**src/include/scd_pkg.sv**
```systemverilog
// constants and types for the sdram command decoder and byte mask logic
//
// Contract
// RL1 - all command, address and control pins are captured on the rising edge only.
// RL2 - clock gate high before, select low: row low opens row; write low closes bank.
// RL3 - row high, column low, write low starts write; precharge bit adds auto precharge.
// RL4 - row high, column low, write high starts read; precharge bit adds auto precharge.
// RL5 - select and all strobes low loads mode register; only while banks idle.
// RL6 - select high deselects; select low with strobes high is no operation.
// RL7 - row and column high, write low is burst stop, valid only during a burst.
// RL8 - burst stop works for single, two, four, eight and full page bursts.
// RL9 - idle banks, refresh code: clock gate high refreshes, gate low enters self refresh.
// RL10 - self refresh ends when clock gate rises with deselect or no operation.
// RL11 - active bank and clock gate falling enters suspend; gate rising leaves it.
// RL12 - gate falling with deselect or nop enters power-down; rising leaves it.
// RL13 - power-down request during a burst gives clock suspend instead.
// RL14 - each command is classified using clock gate now and one cycle earlier.
// RL15 - byte masks act per byte, only when sampled; high puts that byte in high-z.
// RL16 - masked write bytes are discarded, leaving stored data unchanged.
// RL17 - read byte mask suppresses that output byte two clocks later.
// RL18 - upper mask governs data bits 15 to 8, lower mask bits 7 to 0.
// RL19 - sixteen data lines move write and read data on rising edges, both maskable.
// RL20 - all command inputs are ignored while chip select is sampled high.
// RL21 - read and write take column from address bits 7 to 0.
// RL22 - precharge bit high closes both banks, else bank select picks one.
// RL23 - controller issues each command only in a bank state that allows it.
// RL24 - undefined input combinations act as no operation, no bank state change.
package scd_pkg;

   localparam int unsigned DATA_WIDTH   = 16;
   localparam int unsigned ADDR_WIDTH   = 10;
   localparam int unsigned COL_WIDTH    = 8;
   localparam int unsigned NUM_BANKS    = 2;
   localparam int unsigned MASK_LATENCY = 2;
   localparam int unsigned BUF_DEPTH    = 2;
   localparam logic [1:0]  BANKS_RESET  = 2'h0;
   localparam logic [1:0]  OE_RESET     = 2'h0;
   localparam logic [15:0] DATA_RESET   = 16'h0000;

   typedef enum logic [4:0] {
      CMD_NOP            = 5'b00000,
      CMD_DESELECT       = 5'b00001,
      CMD_OPEN_ROW       = 5'b00010,
      CMD_CLOSE_BANK     = 5'b00011,
      CMD_CLOSE_ALL      = 5'b00100,
      CMD_WRITE          = 5'b00101,
      CMD_WRITE_AP       = 5'b00110,
      CMD_READ           = 5'b00111,
      CMD_READ_AP        = 5'b01000,
      CMD_MODE_LOAD      = 5'b01001,
      CMD_BURST_STOP     = 5'b01010,
      CMD_REFRESH        = 5'b01011,
      CMD_SELF_REF_ENTRY = 5'b01100,
      CMD_SELF_REF_EXIT  = 5'b01101,
      CMD_SUSPEND_ENTRY  = 5'b01110,
      CMD_SUSPEND_EXIT   = 5'b01111,
      CMD_PDOWN_ENTRY    = 5'b10000,
      CMD_PDOWN_EXIT     = 5'b10001
   } scd_cmd_t;

   typedef enum logic [1:0] {
      PS_RUN      = 2'b00,
      PS_SUSPEND  = 2'b01,
      PS_PDOWN    = 2'b10,
      PS_SELF_REF = 2'b11
   } scd_pstate_t;

endpackage

```
**src/hw/scd_command_decode.sv**
```systemverilog
// sdram command decoder, bank and power state, byte masked data path
`timescale 1ns/10ps
`default_nettype none

module scd_command_decode #(
   parameter int unsigned BUF_DEPTH = scd_pkg::BUF_DEPTH
) (
   input  wire logic                 core_clk_in,
   input  wire logic                 reset_in,
   input  wire logic                 chip_select_n_in,
   input  wire logic                 row_strobe_n_in,
   input  wire logic                 col_strobe_n_in,
   input  wire logic                 write_strobe_n_in,
   input  wire logic                 clock_gate_in,
   input  wire logic                 bank_select_bit_in,
   input  wire logic                 precharge_flag_bit_in,
   input  wire logic [9:0]           row_column_address_in,
   input  wire logic                 upper_byte_mask_in,
   input  wire logic                 lower_byte_mask_in,
   input  wire logic [15:0]          data_lines_in,
   output logic [15:0]               data_lines_out,
   output logic [1:0]                data_lines_oe_out,
   input  wire logic                 burst_active_in,
   input  wire logic                 burst_is_read_in,
   input  wire logic                 rd_valid_in,
   input  wire logic [15:0]          rd_data_in,
   output logic                      cmd_valid_out,
   output scd_pkg::scd_cmd_t         cmd_out,
   output logic                      cmd_bank_out,
   output logic [9:0]                cmd_address_out,
   output logic [7:0]                cmd_column_out,
   output logic [1:0]                bank_active_out,
   output scd_pkg::scd_pstate_t      power_state_out,
   output logic                      wdat_valid_out,
   output logic [15:0]               wdat_data_out,
   output logic [1:0]                wdat_byte_en_out,
   input  wire logic                 wdat_ready_in,
   output logic                      wbuf_ready_out
);

   ////////////////////////////////////////////////////////////////////////
   // pin capture: the controller shares this clock, so one stage only

   logic        cs_n_ff;
   logic        ras_n_ff;
   logic        cas_n_ff;
   logic        we_n_ff;
   logic        cke_ff;
   logic        cke_prev_ff;
   logic        bank_ff;
   logic        ap_ff;
   logic [9:0]  addr_ff;
   logic [1:0]  mask_ff;
   logic [1:0]  mask_d1_ff;
   logic [15:0] din_ff;

   always_ff @(posedge core_clk_in) begin
      cs_n_ff  <= chip_select_n_in; // RL1
      ras_n_ff <= row_strobe_n_in;
      cas_n_ff <= col_strobe_n_in;
      we_n_ff  <= write_strobe_n_in;
      bank_ff  <= bank_select_bit_in;
      ap_ff    <= precharge_flag_bit_in;
      addr_ff  <= row_column_address_in;
      din_ff   <= data_lines_in; // RL19
   end

   always_ff @(posedge core_clk_in) begin
      if (reset_in) begin
         cke_ff      <= 1'b0;
         cke_prev_ff <= 1'b0;
         mask_ff     <= 2'h3;
         mask_d1_ff  <= 2'h3;
      end else begin
         cke_ff      <= clock_gate_in;
         cke_prev_ff <= cke_ff; // RL14
         mask_ff     <= {upper_byte_mask_in, lower_byte_mask_in}; // RL18
         mask_d1_ff  <= mask_ff;
      end
   end

   ////////////////////////////////////////////////////////////////////////
   // command decode

   // strobe code is {ras_n, cas_n, we_n}; select high masks everything
   function automatic scd_pkg::scd_cmd_t decode_base(
      input logic       cs_n,
      input logic [2:0] code,
      input logic       ap
   );
      scd_pkg::scd_cmd_t c;
      c = scd_pkg::CMD_NOP;
      if (cs_n) begin
         c = scd_pkg::CMD_DESELECT; // RL20
      end else begin
         unique case (code)
            3'b011: c = scd_pkg::CMD_OPEN_ROW; // RL2
            3'b010: c = ap ? scd_pkg::CMD_CLOSE_ALL
                           : scd_pkg::CMD_CLOSE_BANK; // RL22
            3'b100: c = ap ? scd_pkg::CMD_WRITE_AP
                           : scd_pkg::CMD_WRITE; // RL3
            3'b101: c = ap ? scd_pkg::CMD_READ_AP
                           : scd_pkg::CMD_READ; // RL4
            3'b000: c = scd_pkg::CMD_MODE_LOAD; // RL5
            3'b110: c = scd_pkg::CMD_BURST_STOP; // RL7
            3'b001: c = scd_pkg::CMD_REFRESH; // RL9
            3'b111: c = scd_pkg::CMD_NOP; // RL6
         endcase
      end
      return c;
   endfunction

   scd_pkg::scd_cmd_t   base_cmd;
   scd_pkg::scd_cmd_t   nxt_cmd;
   scd_pkg::scd_pstate_t pstate_ff;
   scd_pkg::scd_pstate_t nxt_pstate;
   logic [1:0]          banks_ff;
   logic [1:0]          nxt_banks;
   logic                quiet;
   logic                all_idle;
   logic [1:0]          sel_bank;

   assign base_cmd = decode_base(cs_n_ff, {ras_n_ff, cas_n_ff, we_n_ff},
                                 ap_ff);
   assign quiet    = (base_cmd == scd_pkg::CMD_DESELECT) ||
                     (base_cmd == scd_pkg::CMD_NOP);
   assign all_idle = (banks_ff == 2'h0);
   assign sel_bank = bank_ff ? 2'h2 : 2'h1;

   always_comb begin
      nxt_cmd    = scd_pkg::CMD_NOP;
      nxt_pstate = pstate_ff;
      nxt_banks  = banks_ff;
      unique case (pstate_ff)
         scd_pkg::PS_RUN: begin
            if (cke_prev_ff && !cke_ff) begin // RL14
               if (base_cmd == scd_pkg::CMD_REFRESH && all_idle) begin
                  nxt_cmd    = scd_pkg::CMD_SELF_REF_ENTRY; // RL9
                  nxt_pstate = scd_pkg::PS_SELF_REF;
               end else if (!all_idle || burst_active_in) begin
                  // burst wins over power-down request
                  nxt_cmd    = scd_pkg::CMD_SUSPEND_ENTRY; // RL11 RL13
                  nxt_pstate = scd_pkg::PS_SUSPEND;
               end else if (quiet) begin
                  nxt_cmd    = scd_pkg::CMD_PDOWN_ENTRY; // RL12
                  nxt_pstate = scd_pkg::PS_PDOWN;
               end
            end else if (cke_prev_ff) begin
               nxt_cmd = base_cmd;
               unique case (base_cmd)
                  scd_pkg::CMD_OPEN_ROW: begin
                     if ((banks_ff & sel_bank) == 2'h0) begin
                        nxt_banks = banks_ff | sel_bank; // RL2
                     end else begin
                        nxt_cmd = scd_pkg::CMD_NOP; // RL23
                     end
                  end
                  scd_pkg::CMD_CLOSE_BANK:
                     nxt_banks = banks_ff & ~sel_bank; // RL22
                  scd_pkg::CMD_CLOSE_ALL:
                     nxt_banks = scd_pkg::BANKS_RESET; // RL22
                  scd_pkg::CMD_WRITE, scd_pkg::CMD_READ: begin
                     if ((banks_ff & sel_bank) == 2'h0) begin
                        nxt_cmd = scd_pkg::CMD_NOP; // RL23
                     end
                  end
                  scd_pkg::CMD_WRITE_AP, scd_pkg::CMD_READ_AP: begin
                     // bank marked idle at once; precharge timing is elsewhere
                     if ((banks_ff & sel_bank) == 2'h0) begin
                        nxt_cmd = scd_pkg::CMD_NOP; // RL23
                     end else begin
                        nxt_banks = banks_ff & ~sel_bank;
                     end
                  end
                  scd_pkg::CMD_MODE_LOAD, scd_pkg::CMD_REFRESH: begin
                     if (!all_idle) begin
                        nxt_cmd = scd_pkg::CMD_NOP; // RL5 RL9
                     end
                  end
                  scd_pkg::CMD_BURST_STOP: begin
                     if (!burst_active_in) begin
                        nxt_cmd = scd_pkg::CMD_NOP; // RL7 RL8
                     end
                  end
                  default: ;
               endcase
            end
            // clock gate low in the previous cycle without entry: no command
         end
         scd_pkg::PS_SUSPEND: begin
            if (!cke_prev_ff && cke_ff) begin
               nxt_cmd    = scd_pkg::CMD_SUSPEND_EXIT; // RL11
               nxt_pstate = scd_pkg::PS_RUN;
            end
         end
         scd_pkg::PS_PDOWN: begin
            if (!cke_prev_ff && cke_ff && quiet) begin
               nxt_cmd    = scd_pkg::CMD_PDOWN_EXIT; // RL12
               nxt_pstate = scd_pkg::PS_RUN;
            end
         end
         scd_pkg::PS_SELF_REF: begin
            if (!cke_prev_ff && cke_ff && quiet) begin
               nxt_cmd    = scd_pkg::CMD_SELF_REF_EXIT; // RL10
               nxt_pstate = scd_pkg::PS_RUN;
            end
         end
      endcase
   end

   always_ff @(posedge core_clk_in) begin
      if (reset_in) begin
         pstate_ff <= scd_pkg::PS_RUN;
         banks_ff  <= scd_pkg::BANKS_RESET;
      end else begin
         pstate_ff <= nxt_pstate;
         banks_ff  <= nxt_banks;
      end
   end

   always_ff @(posedge core_clk_in) begin
      if (reset_in) begin
         cmd_valid_out   <= 1'b0;
         cmd_out         <= scd_pkg::CMD_NOP;
         cmd_bank_out    <= 1'b0;
         cmd_address_out <= 10'h000;
         cmd_column_out  <= 8'h00;
      end else begin
         // nop and deselect start nothing, so no strobe for them
         cmd_valid_out   <= (nxt_cmd != scd_pkg::CMD_NOP) &&
                            (nxt_cmd != scd_pkg::CMD_DESELECT); // RL6 RL24
         cmd_out         <= nxt_cmd;
         cmd_bank_out    <= bank_ff;
         cmd_address_out <= addr_ff;
         cmd_column_out  <= addr_ff[7:0]; // RL21
      end
   end

   assign bank_active_out = banks_ff;
   assign power_state_out = pstate_ff;

   ////////////////////////////////////////////////////////////////////////
   // write path: fully masked beats dropped, then two-entry buffer

   logic        running;
   logic        wr_beat;
   logic        push;
   logic        pop;
   logic [17:0] buf_mem [BUF_DEPTH];
   logic        wptr_ff;
   logic        rptr_ff;
   logic [1:0]  count_ff;

   assign running = (pstate_ff == scd_pkg::PS_RUN) && cke_prev_ff;
   // data is taken with the write command itself and on each write burst beat
   assign wr_beat = running &&
                    ((nxt_cmd == scd_pkg::CMD_WRITE) ||
                     (nxt_cmd == scd_pkg::CMD_WRITE_AP) ||
                     (burst_active_in && !burst_is_read_in));
   assign push    = wr_beat && (mask_ff != 2'h3) &&
                    (count_ff != 2'(BUF_DEPTH)); // RL16
   assign pop     = (count_ff != 2'h0) && wdat_ready_in;
   assign wbuf_ready_out = (count_ff != 2'(BUF_DEPTH));

   always_ff @(posedge core_clk_in) begin
      if (push) begin
         buf_mem[wptr_ff] <= {~mask_ff, din_ff}; // RL15 RL16
      end
   end

   always_ff @(posedge core_clk_in) begin
      if (reset_in) begin
         wptr_ff  <= 1'b0;
         rptr_ff  <= 1'b0;
         count_ff <= 2'h0;
      end else begin
         if (push) begin
            wptr_ff <= ~wptr_ff;
         end
         if (pop) begin
            rptr_ff <= ~rptr_ff;
         end
         count_ff <= 2'(count_ff + {1'b0, push} - {1'b0, pop});
      end
   end

   assign wdat_valid_out   = (count_ff != 2'h0);
   assign wdat_data_out    = buf_mem[rptr_ff][15:0];
   assign wdat_byte_en_out = buf_mem[rptr_ff][17:16];

   ////////////////////////////////////////////////////////////////////////
   // read path: mask sampled at edge n gates the byte driven from edge n+2

   always_ff @(posedge core_clk_in) begin
      if (reset_in) begin
         data_lines_out    <= scd_pkg::DATA_RESET;
         data_lines_oe_out <= scd_pkg::OE_RESET;
      end else if (pstate_ff == scd_pkg::PS_RUN) begin
         // output frozen while suspended
         data_lines_out    <= rd_data_in; // RL19
         data_lines_oe_out <= {2{rd_valid_in && burst_is_read_in}} &
                              ~mask_d1_ff; // RL17 RL18
      end else if (pstate_ff != scd_pkg::PS_SUSPEND) begin
         data_lines_oe_out <= scd_pkg::OE_RESET;
      end
   end

endmodule

`default_nettype wire

```
**config.mk**
```make
export PLATFORM = sky130hd
export DESIGN_NAME = scd_command_decode
export DESIGN_NICKNAME = d
export VERILOG_FILES = /design/src/include/scd_pkg.sv /design/src/hw/scd_command_decode.sv
export SDC_FILE = /design/constraint.sdc
export NUM_CORES = 1
export LEC_CHECK = 0
export ABC_AREA = 1
export BUFFER_PORTS_ARGS = -buffer_cell sky130_fd_sc_hd__buf_2
export CAP_MARGIN = 30
export CORE_MARGIN = 2
export CORE_UTILIZATION = 55
export DETAILED_ROUTE_END_ITERATION = 12
export PLACE_DENSITY = 0.83
export SYNTH_ARGS = -nofsm -noshare
export SYNTH_HDL_FRONTEND = slang
export SYNTH_SLANG_ARGS = --single-unit
```
**constraint.sdc**
```tcl
create_clock -name core_clk_in -period 8.9 [get_ports core_clk_in]
set_clock_uncertainty 0.05 [all_clocks]
set_input_delay 0.89 -clock core_clk_in [delete_from_list [all_inputs] [get_ports core_clk_in]]
set_output_delay 0.89 -clock core_clk_in [all_outputs]
set_load 0.1 [all_outputs]
```
* Yosys cells after proc, flatten, opt, wreduce, memory -nomap -nowiden
Memories as Yosys holds them, arrays and structs flattened. A register that Yosys moved wholly into a read port is not among the register bits.
Index checks and enable logic that the tools add are counted.
Widths: inputs -> output; s select.
** Storage, ports and cells
- Flip-flop bits (word level) :: 89
- RAM bits :: 36
- Logic and storage cells :: 141
- Output and inout port bits :: 67
- Memories :: 1
** Operators by class
- Multiplexer cells :: 36
- Eq/ne operators :: 33
- Reduce and logical (&&, ||, !) cells :: 35
- $add $sub $neg :: 2
- Bitwise logic cells :: 10
** Memories
- buf_mem :: words 2, width 18, read ports 1, clocked after memory_dff 1, wr ports 1, line scd_command_decode.sv:249 : logic [17:0] buf_mem [BUF_DEPTH];
** Operator list (count)
- $mux 5 :: 11
- $pmux 5 s4 :: 2
- $pmux 5 s8 :: 1
- $eq 5x3->1 const B :: 6
- $mux 2 :: 12
- $eq 5x4->1 const B :: 4
- $eq 3x3->1 const B :: 4
- $logic_and 1x1->1 :: 12
- $mux 4 :: 3
- $ne 2x2->1 const B :: 6
- $eq 5x2->1 const B :: 2
- $pmux 2 s4 :: 1
- $and 2x2->2 :: 3
- $eq 3x2->1 const B :: 2
- $logic_not 2->1 :: 3
- $not 2->2 :: 3
- $pmux 2 s3 :: 1
- $reduce_and 6->1 :: 1
- $reduce_or 2->1 :: 3
- $eq 5x1->1 const B :: 1
- $logic_not 5->1 :: 1
- $ne 5x1->1 const B :: 1
- $reduce_bool 5->1 :: 1
- $eq 2x2->1 const B :: 2
- other kinds (17) :: 30

* Longest topological paths before layout
Gate-level depths: netlist of the first run.
- Word-level depth :: 18
- Depth in mapped cells :: 23

* Worst setup path before layout of the first run
No wires, ideal clock.
- Path kind :: reg2reg
- Start :: reg banks_ff[0] (netlist: bank_active_out[0])
- End :: mem buf_mem[0][0], enable pin
- Slack :: 5.583 ns
- Data arrival time :: 2.875 ns
- Required time :: 8.457 ns
- Setup time :: 0.393 ns
- Stages on the path, launching flop included :: 13
- Cell sequence :: dfxtp_1 o21ai_0 nand3_1 nand3_1 nand3_1 nand3_2 nand2_1 nand3_1 nand2_1 nand2_1 nand2_2 nand2_1 nor2_1
** On the way
- Longest elaborated chain between the ends :: 15
** Ends and longest elaborated chain
- start, declared :: line scd_command_decode.sv:117 : logic [1:0] banks_ff;
- start signal, assigned :: line scd_command_decode.sv:214 : banks_ff <= scd_pkg::BANKS_RESET;
- start signal, assigned :: line scd_command_decode.sv:217 : banks_ff <= nxt_banks;
- $and 2x2->2 or $logic_not 2->1 (tied branches)
- $logic_not 2->1 or $logic_not 1->1 (tied branches)
- $mux 5 (tied with other cells) :: line scd_command_decode.sv:163, scd_command_decode.sv:169
- $pmux 5 s4 or $mux 5 (tied branches) :: line scd_command_decode.sv:150, scd_command_decode.sv:140
- $mux 5, on equally long branches :: line scd_command_decode.sv:148, scd_command_decode.sv:137
- $mux 5 * :: line scd_command_decode.sv:136 : if (cke_prev_ff && !cke_ff) begin
- $pmux 5 s4 * :: line scd_command_decode.sv:134 : unique case (pstate_ff)
- $eq 5x3->1, on equally long branches :: line scd_command_decode.sv:257, scd_command_decode.sv:258
- $logic_or 1x1->1 * :: line scd_command_decode.sv:257 : ((nxt_cmd == scd_pkg::CMD_WRITE) ||
- $logic_or 1x1->1 * :: line scd_command_decode.sv:258 : (nxt_cmd == scd_pkg::CMD_WRITE_AP) ||
- $logic_and 1x1->1 * :: line scd_command_decode.sv:256 : assign wr_beat = running &&
- $logic_and 1x1->1 * (2 in a row) :: line scd_command_decode.sv:260 : assign push = wr_beat && (mask_ff != 2'h3) &&
- $mux 1 * :: line scd_command_decode.sv:266 : if (push) begin
- $mux 1 (implied by the code) * :: line scd_command_decode.sv:267 : buf_mem[wptr_ff] <= {~mask_ff, din_ff};
- end, declared :: line scd_command_decode.sv:249
Mark *: on every way between the ends. The rest lies on a longest branch, timed or not.

==> results of run 1 <==
[cells by family (layout without fill, tap and decap cells)]
logic type,count (synthesis),count (layout),share of synthesized area (%)
AO/OA/AOI/OAI,49,49,6.53
adder cells (fa/ha/maj),2,2,0.590
buffers and inverters,74,212,7.35
AND/OR/NAND/NOR,156,156,16.3
XOR/XNOR,1,1,0.207
multiplexers,18,18,4.78
flip-flops,118,118,64.2
[worst paths after layout]
| check | from | end | slack (ns) | cells past startpoint |
|---|---|---|---|---|
| hold reg to reg | addr_ff[5] | cmd_address_out[5] | 0.35 | 2 |
| setup reg to reg | cas_n_ff | buf_mem[1][1] | 6.01 | 16 |
| setup / recovery | register | wdat_byte_en_out[0] | 5.91 | 2 |
| hold / removal | addr_ff[5] | cmd_address_out[5] | 0.35 | 2 |
[worst register-to-register path, cell delays in order (launching register included)]
cell and delay (ns):
dfxtp_1 0.45, inv_2 0.10, nand2_2 0.07, nand2_1 0.05, nand2_1 0.07, nand2_2 0.07, nand2_1 0.16, inv_2 0.09
a21oi_1 0.25, nand2_1 0.12, nand3_2 0.11, nand3_1 0.08, nand2_1 0.07, nand2_1 0.05, nand2_2 0.08, nand3_2 0.07
inv_1 0.56
[sequential cells by signal (all words and copies together) (netlist names), 2 cells and up, named ones only]
name / flops
din_ff: 16
buf_mem: 36
mask_ff: 2
cmd_address_out: 10
addr_ff: 10
bank_active_out: 2
power_state_out: 2
cmd_out: 5
count_ff: 2
mask_d1_ff: 2
data_lines_out: 16
data_lines_oe_out: 2
[per-stage QoR]
stage | util [%] | area [um2]
2_1_floorplan | - | 4240
3_3_place_gp | 64.3 | 4890
3_5_place_dp | 64.3 | 4890
4_1_cts | 72.2 | 5490
5_1_grt | 72.2 | 5490
6_report | 72.2 | 5490
[per-layer routing]
metal	up-vias	wire [um]
li1	1608	-
met1	1522	3680
met2	137	4650
met3	22	577
met4	0	210
met5	-	0
[cells in the mapped netlist, types with 3 or more instances]
| library cell | n |
|---|---|
| mux2_2 | 18 |
| inv_2 | 4 |
| a21oi_1 | 12 |
| nand3_1 | 16 |
| or2_2 | 3 |
| buf_1 | 3 |
| o21ai_0 | 26 |
| nor2_1 | 65 |
| nand4_1 | 7 |
| nand3_2 | 4 |
| clkbuf_1 | 7 |
| nand2_2 | 6 |
| dfxtp_1 | 82 |
| edfxtp_1 | 36 |
| nand2_1 | 51 |
| inv_1 | 51 |
| buf_4 | 9 |
[report_power, final]
| group | internal [mW] | switching (mW) | total [mW] |
|---|---|---|---|
| logic | 0.0520 | 0.219 | 0.271 |
| clock network | 0.424 | 0.246 | 0.671 |
| registers | 0.577 | 0.0175 | 0.595 |
| total | 1.05 | 0.483 | 1.54 |
[area by class of cell]
type	instances	area (um2)	area share, %
clock inverter	13	148	2.69
clock buffer	19	453	8.25
sequential	118	2720	49.6
tap	102	128	2.32
timing repair buffer	125	631	11.5
inverter	55	206	3.76
multi-input combinational	226	1200	21.9
==> results.py, run 1 <==
metrics = {
    "global_routing": {
        "grt_pass1_vias": 3320,
        "grt_max_degree": 29,
        "antenna_found_initial": 0,
        "busiest_layer": "met2",
        "gr-total-overflow": 0,
        "use_met1_pct": 24.6,
        "grt_pass1_wl_mm": 14.8,
        "grt_use_met2_pct": 40.4,
        "met3_usage_pct": 7.64,
        "grt_use_total_pct": 22.8,
    },
    "logic_synthesis": {
        "synth_area_per_cell_um2": 10.1,
        "synthesis.area_um2": 4240,
        "synth_area_leaders": "dfxtp_1 39%, edfxtp_1 26%, nor2_1 5.8%, mux2_2 4.8%, inv_1 4.5%",
        "ys_seq_area_share_pct": 64.2,
        "synthDistinctLibCells": 31,
        "syn_nets": 477,
        "synth-main-ff-cell": "dfxtp_1",
        "yosys_warnings": 0,
        "synthCells": 418,
        "yosysTopAreaCell": "dfxtp_1",
        "synthArstFlopShare_pct": 0,
        "ys_ff_latch": 118,
        "synth_top_area_share_pct": 38.7,
        "synth_edf_count": 36,
    },
    "worst_setup_path": {
        "critPathCaptureType": "output pin",
        "cp_max_fo": 18,
        "critPathBufInv": 1,
        "slowest_delay_ns": 0.82,
        "start_kind": "register",
        "cp.required_ns": 7.96,
        "path_class": "reg2out",
        "critPathTopFamily": "flip-flops",
        "crit_chain": "mux2_2 -> buf_2",
        "critPathSlowestCell": "dfxtp_1",
        "crit_arrival_ns": 2.05,
    },
    "timing": {
        "maxSlewViolCount": 0,
        "fin_crit_sh_pct": 33.6,
        "maxSlewHeadroom_pct": 35.7,
        "tightest_slew_ns": 0.940,
        "fmax_ghz": 0.334,
        "period_needed_ns": 2.99,
        "holdWs_ns": 0.351,
        "final.setup.tns_ns": 0,
        "final_hold_viol_count": 0,
        "setup_viol": 0,
        "worst_slack_ns": 5.91,
        "rsz0062_at_grt": "false",
    },
    "placed_design": {
        "gp_congestion": 0.884,
        "hpwl_mm": 6.08,
        "dp.cells": 626,
        "place_ws_ns": 6.00,
        "io_buffer_count": 123,
    },
    "die": {
        "core_um2": 7610,
        "fp.dieH_um": 91.8,
        "initial_utilization_pct": 55.7,
        "num_io_pins": 124,
        "die_x_um": 91.8,
        "rows": 32,
        "die-area_um2": 8420,
    },
    "clocking": {
        "cts_resized": 0,
        "clockBufferDepth": 2,
        "root_buffer": "clkbuf_8",
        "cts.clk_slew.worst_paths_ns": 0.06,
        "cts_setup_buffers": 0,
        "cts-hold-fix-buffers": 0,
        "numCtsBuffers": 17,
        "cts_tree": "done",
        "htree_num_levels": 4,
        "clock_latency_ns": 0.50,
        "cts.sinks": 118,
    },
    "finish": {
        "layout_common_cells": "123 x buf_2, 82 x dfxtp_1, 65 x nor2_1",
        "fillCellCount": 540,
        "area_delta_synth_final_pct": 29.6,
        "diodes": 0,
        "stdcell_count": 658,
        "fin_nets": 602,
        "final_common_cell": "buf_2",
        "drive_above_1_share_pct": 34.9,
    },
    "power_and_ir_drop": {
        "irDropWorstVdd_uv": 195,
        "total_power_mw": 1.54,
        "leakagePower_nw": 2.62,
        "p_per_area_nw_per_um2": 280,
    },
    "detailed_routing": {
        "drt_wl_total_mm": 9.12,
        "first_pass_iters": 5,
        "vias": 3289,
        "avgRoutedWirePerCell_um": 13.9,
        "ant_nets": 0,
        "drc": 0,
        "viasPerCell": 5.00,
        "drt_iter0_drc": 159,
    },
    "run_status": {
        "status": "finished, final reports clean",
    },
    "flow_run": {
        "maxCapViolations": 0,
    },
    "min_path": {
        "min-delay-path-class": "reg2reg",
    },
}
Power figures use the tool's default switching activity.
==> run 2: changes to the inputs <==
- ABC_AREA: 1 -> 0
- CORE_UTILIZATION: 55 -> 51
- PLACE_DENSITY: 0.83 -> 0.78
- clock period: 8.9 -> 2.9 ns (I/O delays scaled with it)
==> run 2 against run 1 <==
Effect of this change:
- via count fell by 1.6%
- clock power rose to 3.2 times the previous value
- first-iteration DRC count fell by 35%
- largest power group unchanged
- global-route usage fell by 0.37 points
- sequential cell count did not move
- worst hold slack got worse by 0.22 ns
- cell count fell by 0.91%
- highest routed layer unchanged
- non-clock buffer count rose by 58
- die area rose by 8.5%
- combinational power rose to 3.1 times the previous value
- register-to-register slack got worse by 5.8 ns
- setup slack got worse by 5.7 ns
==> results.py, run 2 <==
metrics = {
    "clocking": {
        "root_buffer": "clkbuf_8",
        "cts_setup_buffers": 0,
        "clockBufferDepth": 2,
        "numCtsBuffers": 17,
        "clock_latency_ns": 0.50,
        "htree_num_levels": 4,
        "cts_tree": "done",
        "cts.sinks": 118,
        "cts.clk_slew.worst_paths_ns": 0.06,
    },
    "detailed_routing": {
        "avgRoutedWirePerCell_um": 15.2,
        "viasPerCell": 4.97,
        "vias": 3238,
        "drt_wl_total_mm": 9.92,
        "ant_nets": 0,
        "first_pass_iters": 4,
        "drt_iter0_drc": 104,
        "drc": 0,
    },
    "finish": {
        "fin_nets": 593,
        "final_common_cell": "buf_2",
        "top_register": "buf_mem",
        "final_util_pct": 74.4,
        "area_delta_synth_final_pct": 42.1,
        "final_design_area_no_fill_um2": 6080,
        "diodes": 0,
        "drive_above_1_share_pct": 38.6,
        "largestRegisters": "buf_mem (36), data_lines_out (16), din_ff (16)",
        "largest_register_ff_count": 36,
        "layout_common_cells": "123 x buf_2, 75 x dfxtp_1, 51 x dlygate4sd3_1",
    },
    "logic_synthesis": {
        "synthArstFlopShare_pct": 0,
        "synth-main-ff-cell": "dfxtp_1",
        "synth.most_common_cell": "dfxtp_1",
        "synth_area_leaders": "dfxtp_1 38%, edfxtp_1 25%, mux2_2 5.0%, nand2_1 3.9%, a21oi_1 3.4%",
        "ys_top_cells_by_count": "82 x dfxtp_1, 44 x nand2_1, 36 x edfxtp_1",
        "ys_seq_area_share_pct": 63.6,
        "yosys_warnings": 0,
        "synthDistinctLibCells": 57,
        "ys_ff_latch": 118,
        "yosysTopAreaCell": "dfxtp_1",
        "syn_nets": 417,
        "synthesis.area_um2": 4280,
        "synth_area_per_cell_um2": 12.0,
        "synthCells": 358,
        "synth_edf_count": 36,
        "synth_top_area_share_pct": 38.4,
    },
    "global_routing": {
        "grt_use_total_pct": 22.4,
        "antenna_found_initial": 0,
        "grt_pass1_wl_mm": 15.4,
        "grt_pass1_vias": 3268,
        "grt_max_degree": 34,
        "gr-total-overflow": 0,
    },
    "worst_setup_path": {
        "cp_max_fo": 12,
        "start_kind": "register",
        "crit_arrival_ns": 2.99,
        "path_class": "reg2reg",
        "critPathCaptureType": "register",
        "cp.required_ns": 3.23,
    },
    "placed_design": {
        "place_ws_ns": 0.149,
        "io_buffer_count": 123,
        "gp_congestion": 0.836,
        "hpwl_mm": 6.08,
        "placed_cell_area_um2": 4950,
    },
    "power_and_ir_drop": {
        "irDropWorstVdd_uv": 485,
        "leakagePower_nw": 2.61,
        "power.internal_mw": 3.31,
        "power_frac_seq_pct": 38.2,
        "comb_power_share_pct": 17.7,
        "p_per_area_nw_per_um2": 788,
        "clock_power_share_pct": 44.1,
        "switching_share_pct": 30.9,
        "p_switching_mw": 1.48,
    },
    "timing": {
        "final_hold_viol_count": 0,
        "maxSlewViolCount": 0,
        "maxSlewHeadroom_pct": 44.7,
        "rsz0062_at_grt": "false",
        "final.setup.tns_ns": 0,
        "fmax_ghz": 0.376,
        "fin_crit_sh_pct": 91.8,
        "holdWs_ns": 0.127,
        "period_needed_ns": 2.66,
        "worst_slack_ns": 0.239,
        "tightest_slew_ns": 0.828,
        "setup_viol": 0,
    },
    "die": {
        "die_x_um": 95.6,
        "fp.dieH_um": 95.6,
        "rows": 33,
        "die-area_um2": 9140,
        "core_um2": 8180,
        "initial_utilization_pct": 52.3,
        "num_io_pins": 124,
    },
    "min_path": {
        "min-delay-path-class": "in2reg",
    },
    "run_status": {
        "status": "finished, final reports clean",
    },
    "flow_run": {
        "maxCapViolations": 0,
    },
}
[run 2: changes by cell type in the layout (fill, tap and decap cells not counted), moves of 7 or more]
cell and delta:
dlygate4sd3_1 +51, inv_1 -43, nor2_1 -40, o21ai_0 -20
nor2b_1 +19, a21oi_1 +17, nand3_1 -15, buf_4 +7
dfxtp_1 -7, dfxtp_2 +7, nand2_1 -7
[run 2: cells by family after synthesis]
logic type,count (synthesis),synth area share (%)
adder cells (fa/ha/maj),2,0.585
multiplexers,21,5.58
buffers and inverters,34,4.44
AND/OR/NAND/NOR,119,14.4
flip-flops,118,63.6
XOR/XNOR,4,0.819
AO/OA/AOI/OAI,60,10.5
[run 2: layout make-up]
class	instances	area [um2]
clock buffer	17	414
clock inverter	15	194
fill	575	2090
inverter	8	30.0
multi-input combinational	206	1390
sequential	118	2730
tap	105	131
timing repair buffer	183	1190
[run 2: metrics by stage]
stage          cells  total power [mW]
2_1_floorplan    358              2.52
3_3_place_gp     569              2.64
3_5_place_dp     569              2.65
4_1_cts          652              4.82
5_1_grt          652              4.96
6_report         652              4.79
[run 2: worst max-delay path, cell delays in order, from the launching register on]
cell and delay [ns]:
dfxtp_2 0.45, or4b_4 0.54, nor3_2 0.22, o31ai_2 0.14
o221a_4 0.16, a32oi_4 0.32, inv_1 0.09, ha_1 0.22
xor2_1 0.16, xnor2_1 0.13, nor2_1 0.05
[run 2: worst paths after layout]
| kind | start | end | slack, ns | cells after the start |
|---|---|---|---|---|
| max | we_n_ff | count_ff[1] | 0.24 | 10 |
| min | reset_in | cmd_out[3] | 0.13 | 2 |
| max reg2reg | we_n_ff | count_ff[1] | 0.24 | 10 |
| min reg2reg | din_ff[9] | buf_mem[1][9] | 0.38 | 0 |
[run 2: metal layers]
layer / track usage [%] / wire length, um / up-vias
li1: - / - / 1592
met4: 8.10 / 99 / 0
met3: 7.98 / 639 / 11
met5: 0 / 0 / -
met2: 38.8 / 5080 / 105
met1: 25.4 / 4110 / 1530
[run 2: repair_timing]
| action | 4_1_cts | 5_1_grt |
|---|---|---|
| endpoints found under the setup margin | 0 | 1 |
| gates resized for setup | 0 | 4 |
| endpoints found under the hold margin | 51 | 0 |
| hold buffers | 51 | 0 |
[run 2: power groups by stage]
| stage | sequential, mW | clock, mW | combinational [mW] |
|---|---|---|---|
| detailed placement | 1.86 | 0 | 0.786 |
| CTS | 1.83 | 2.14 | 0.842 |
| global placement | 1.86 | 0 | 0.778 |
| floorplan | 2.04 | 0 | 0.478 |
| finish | 1.83 | 2.12 | 0.847 |
| global route | 1.84 | 2.23 | 0.884 |
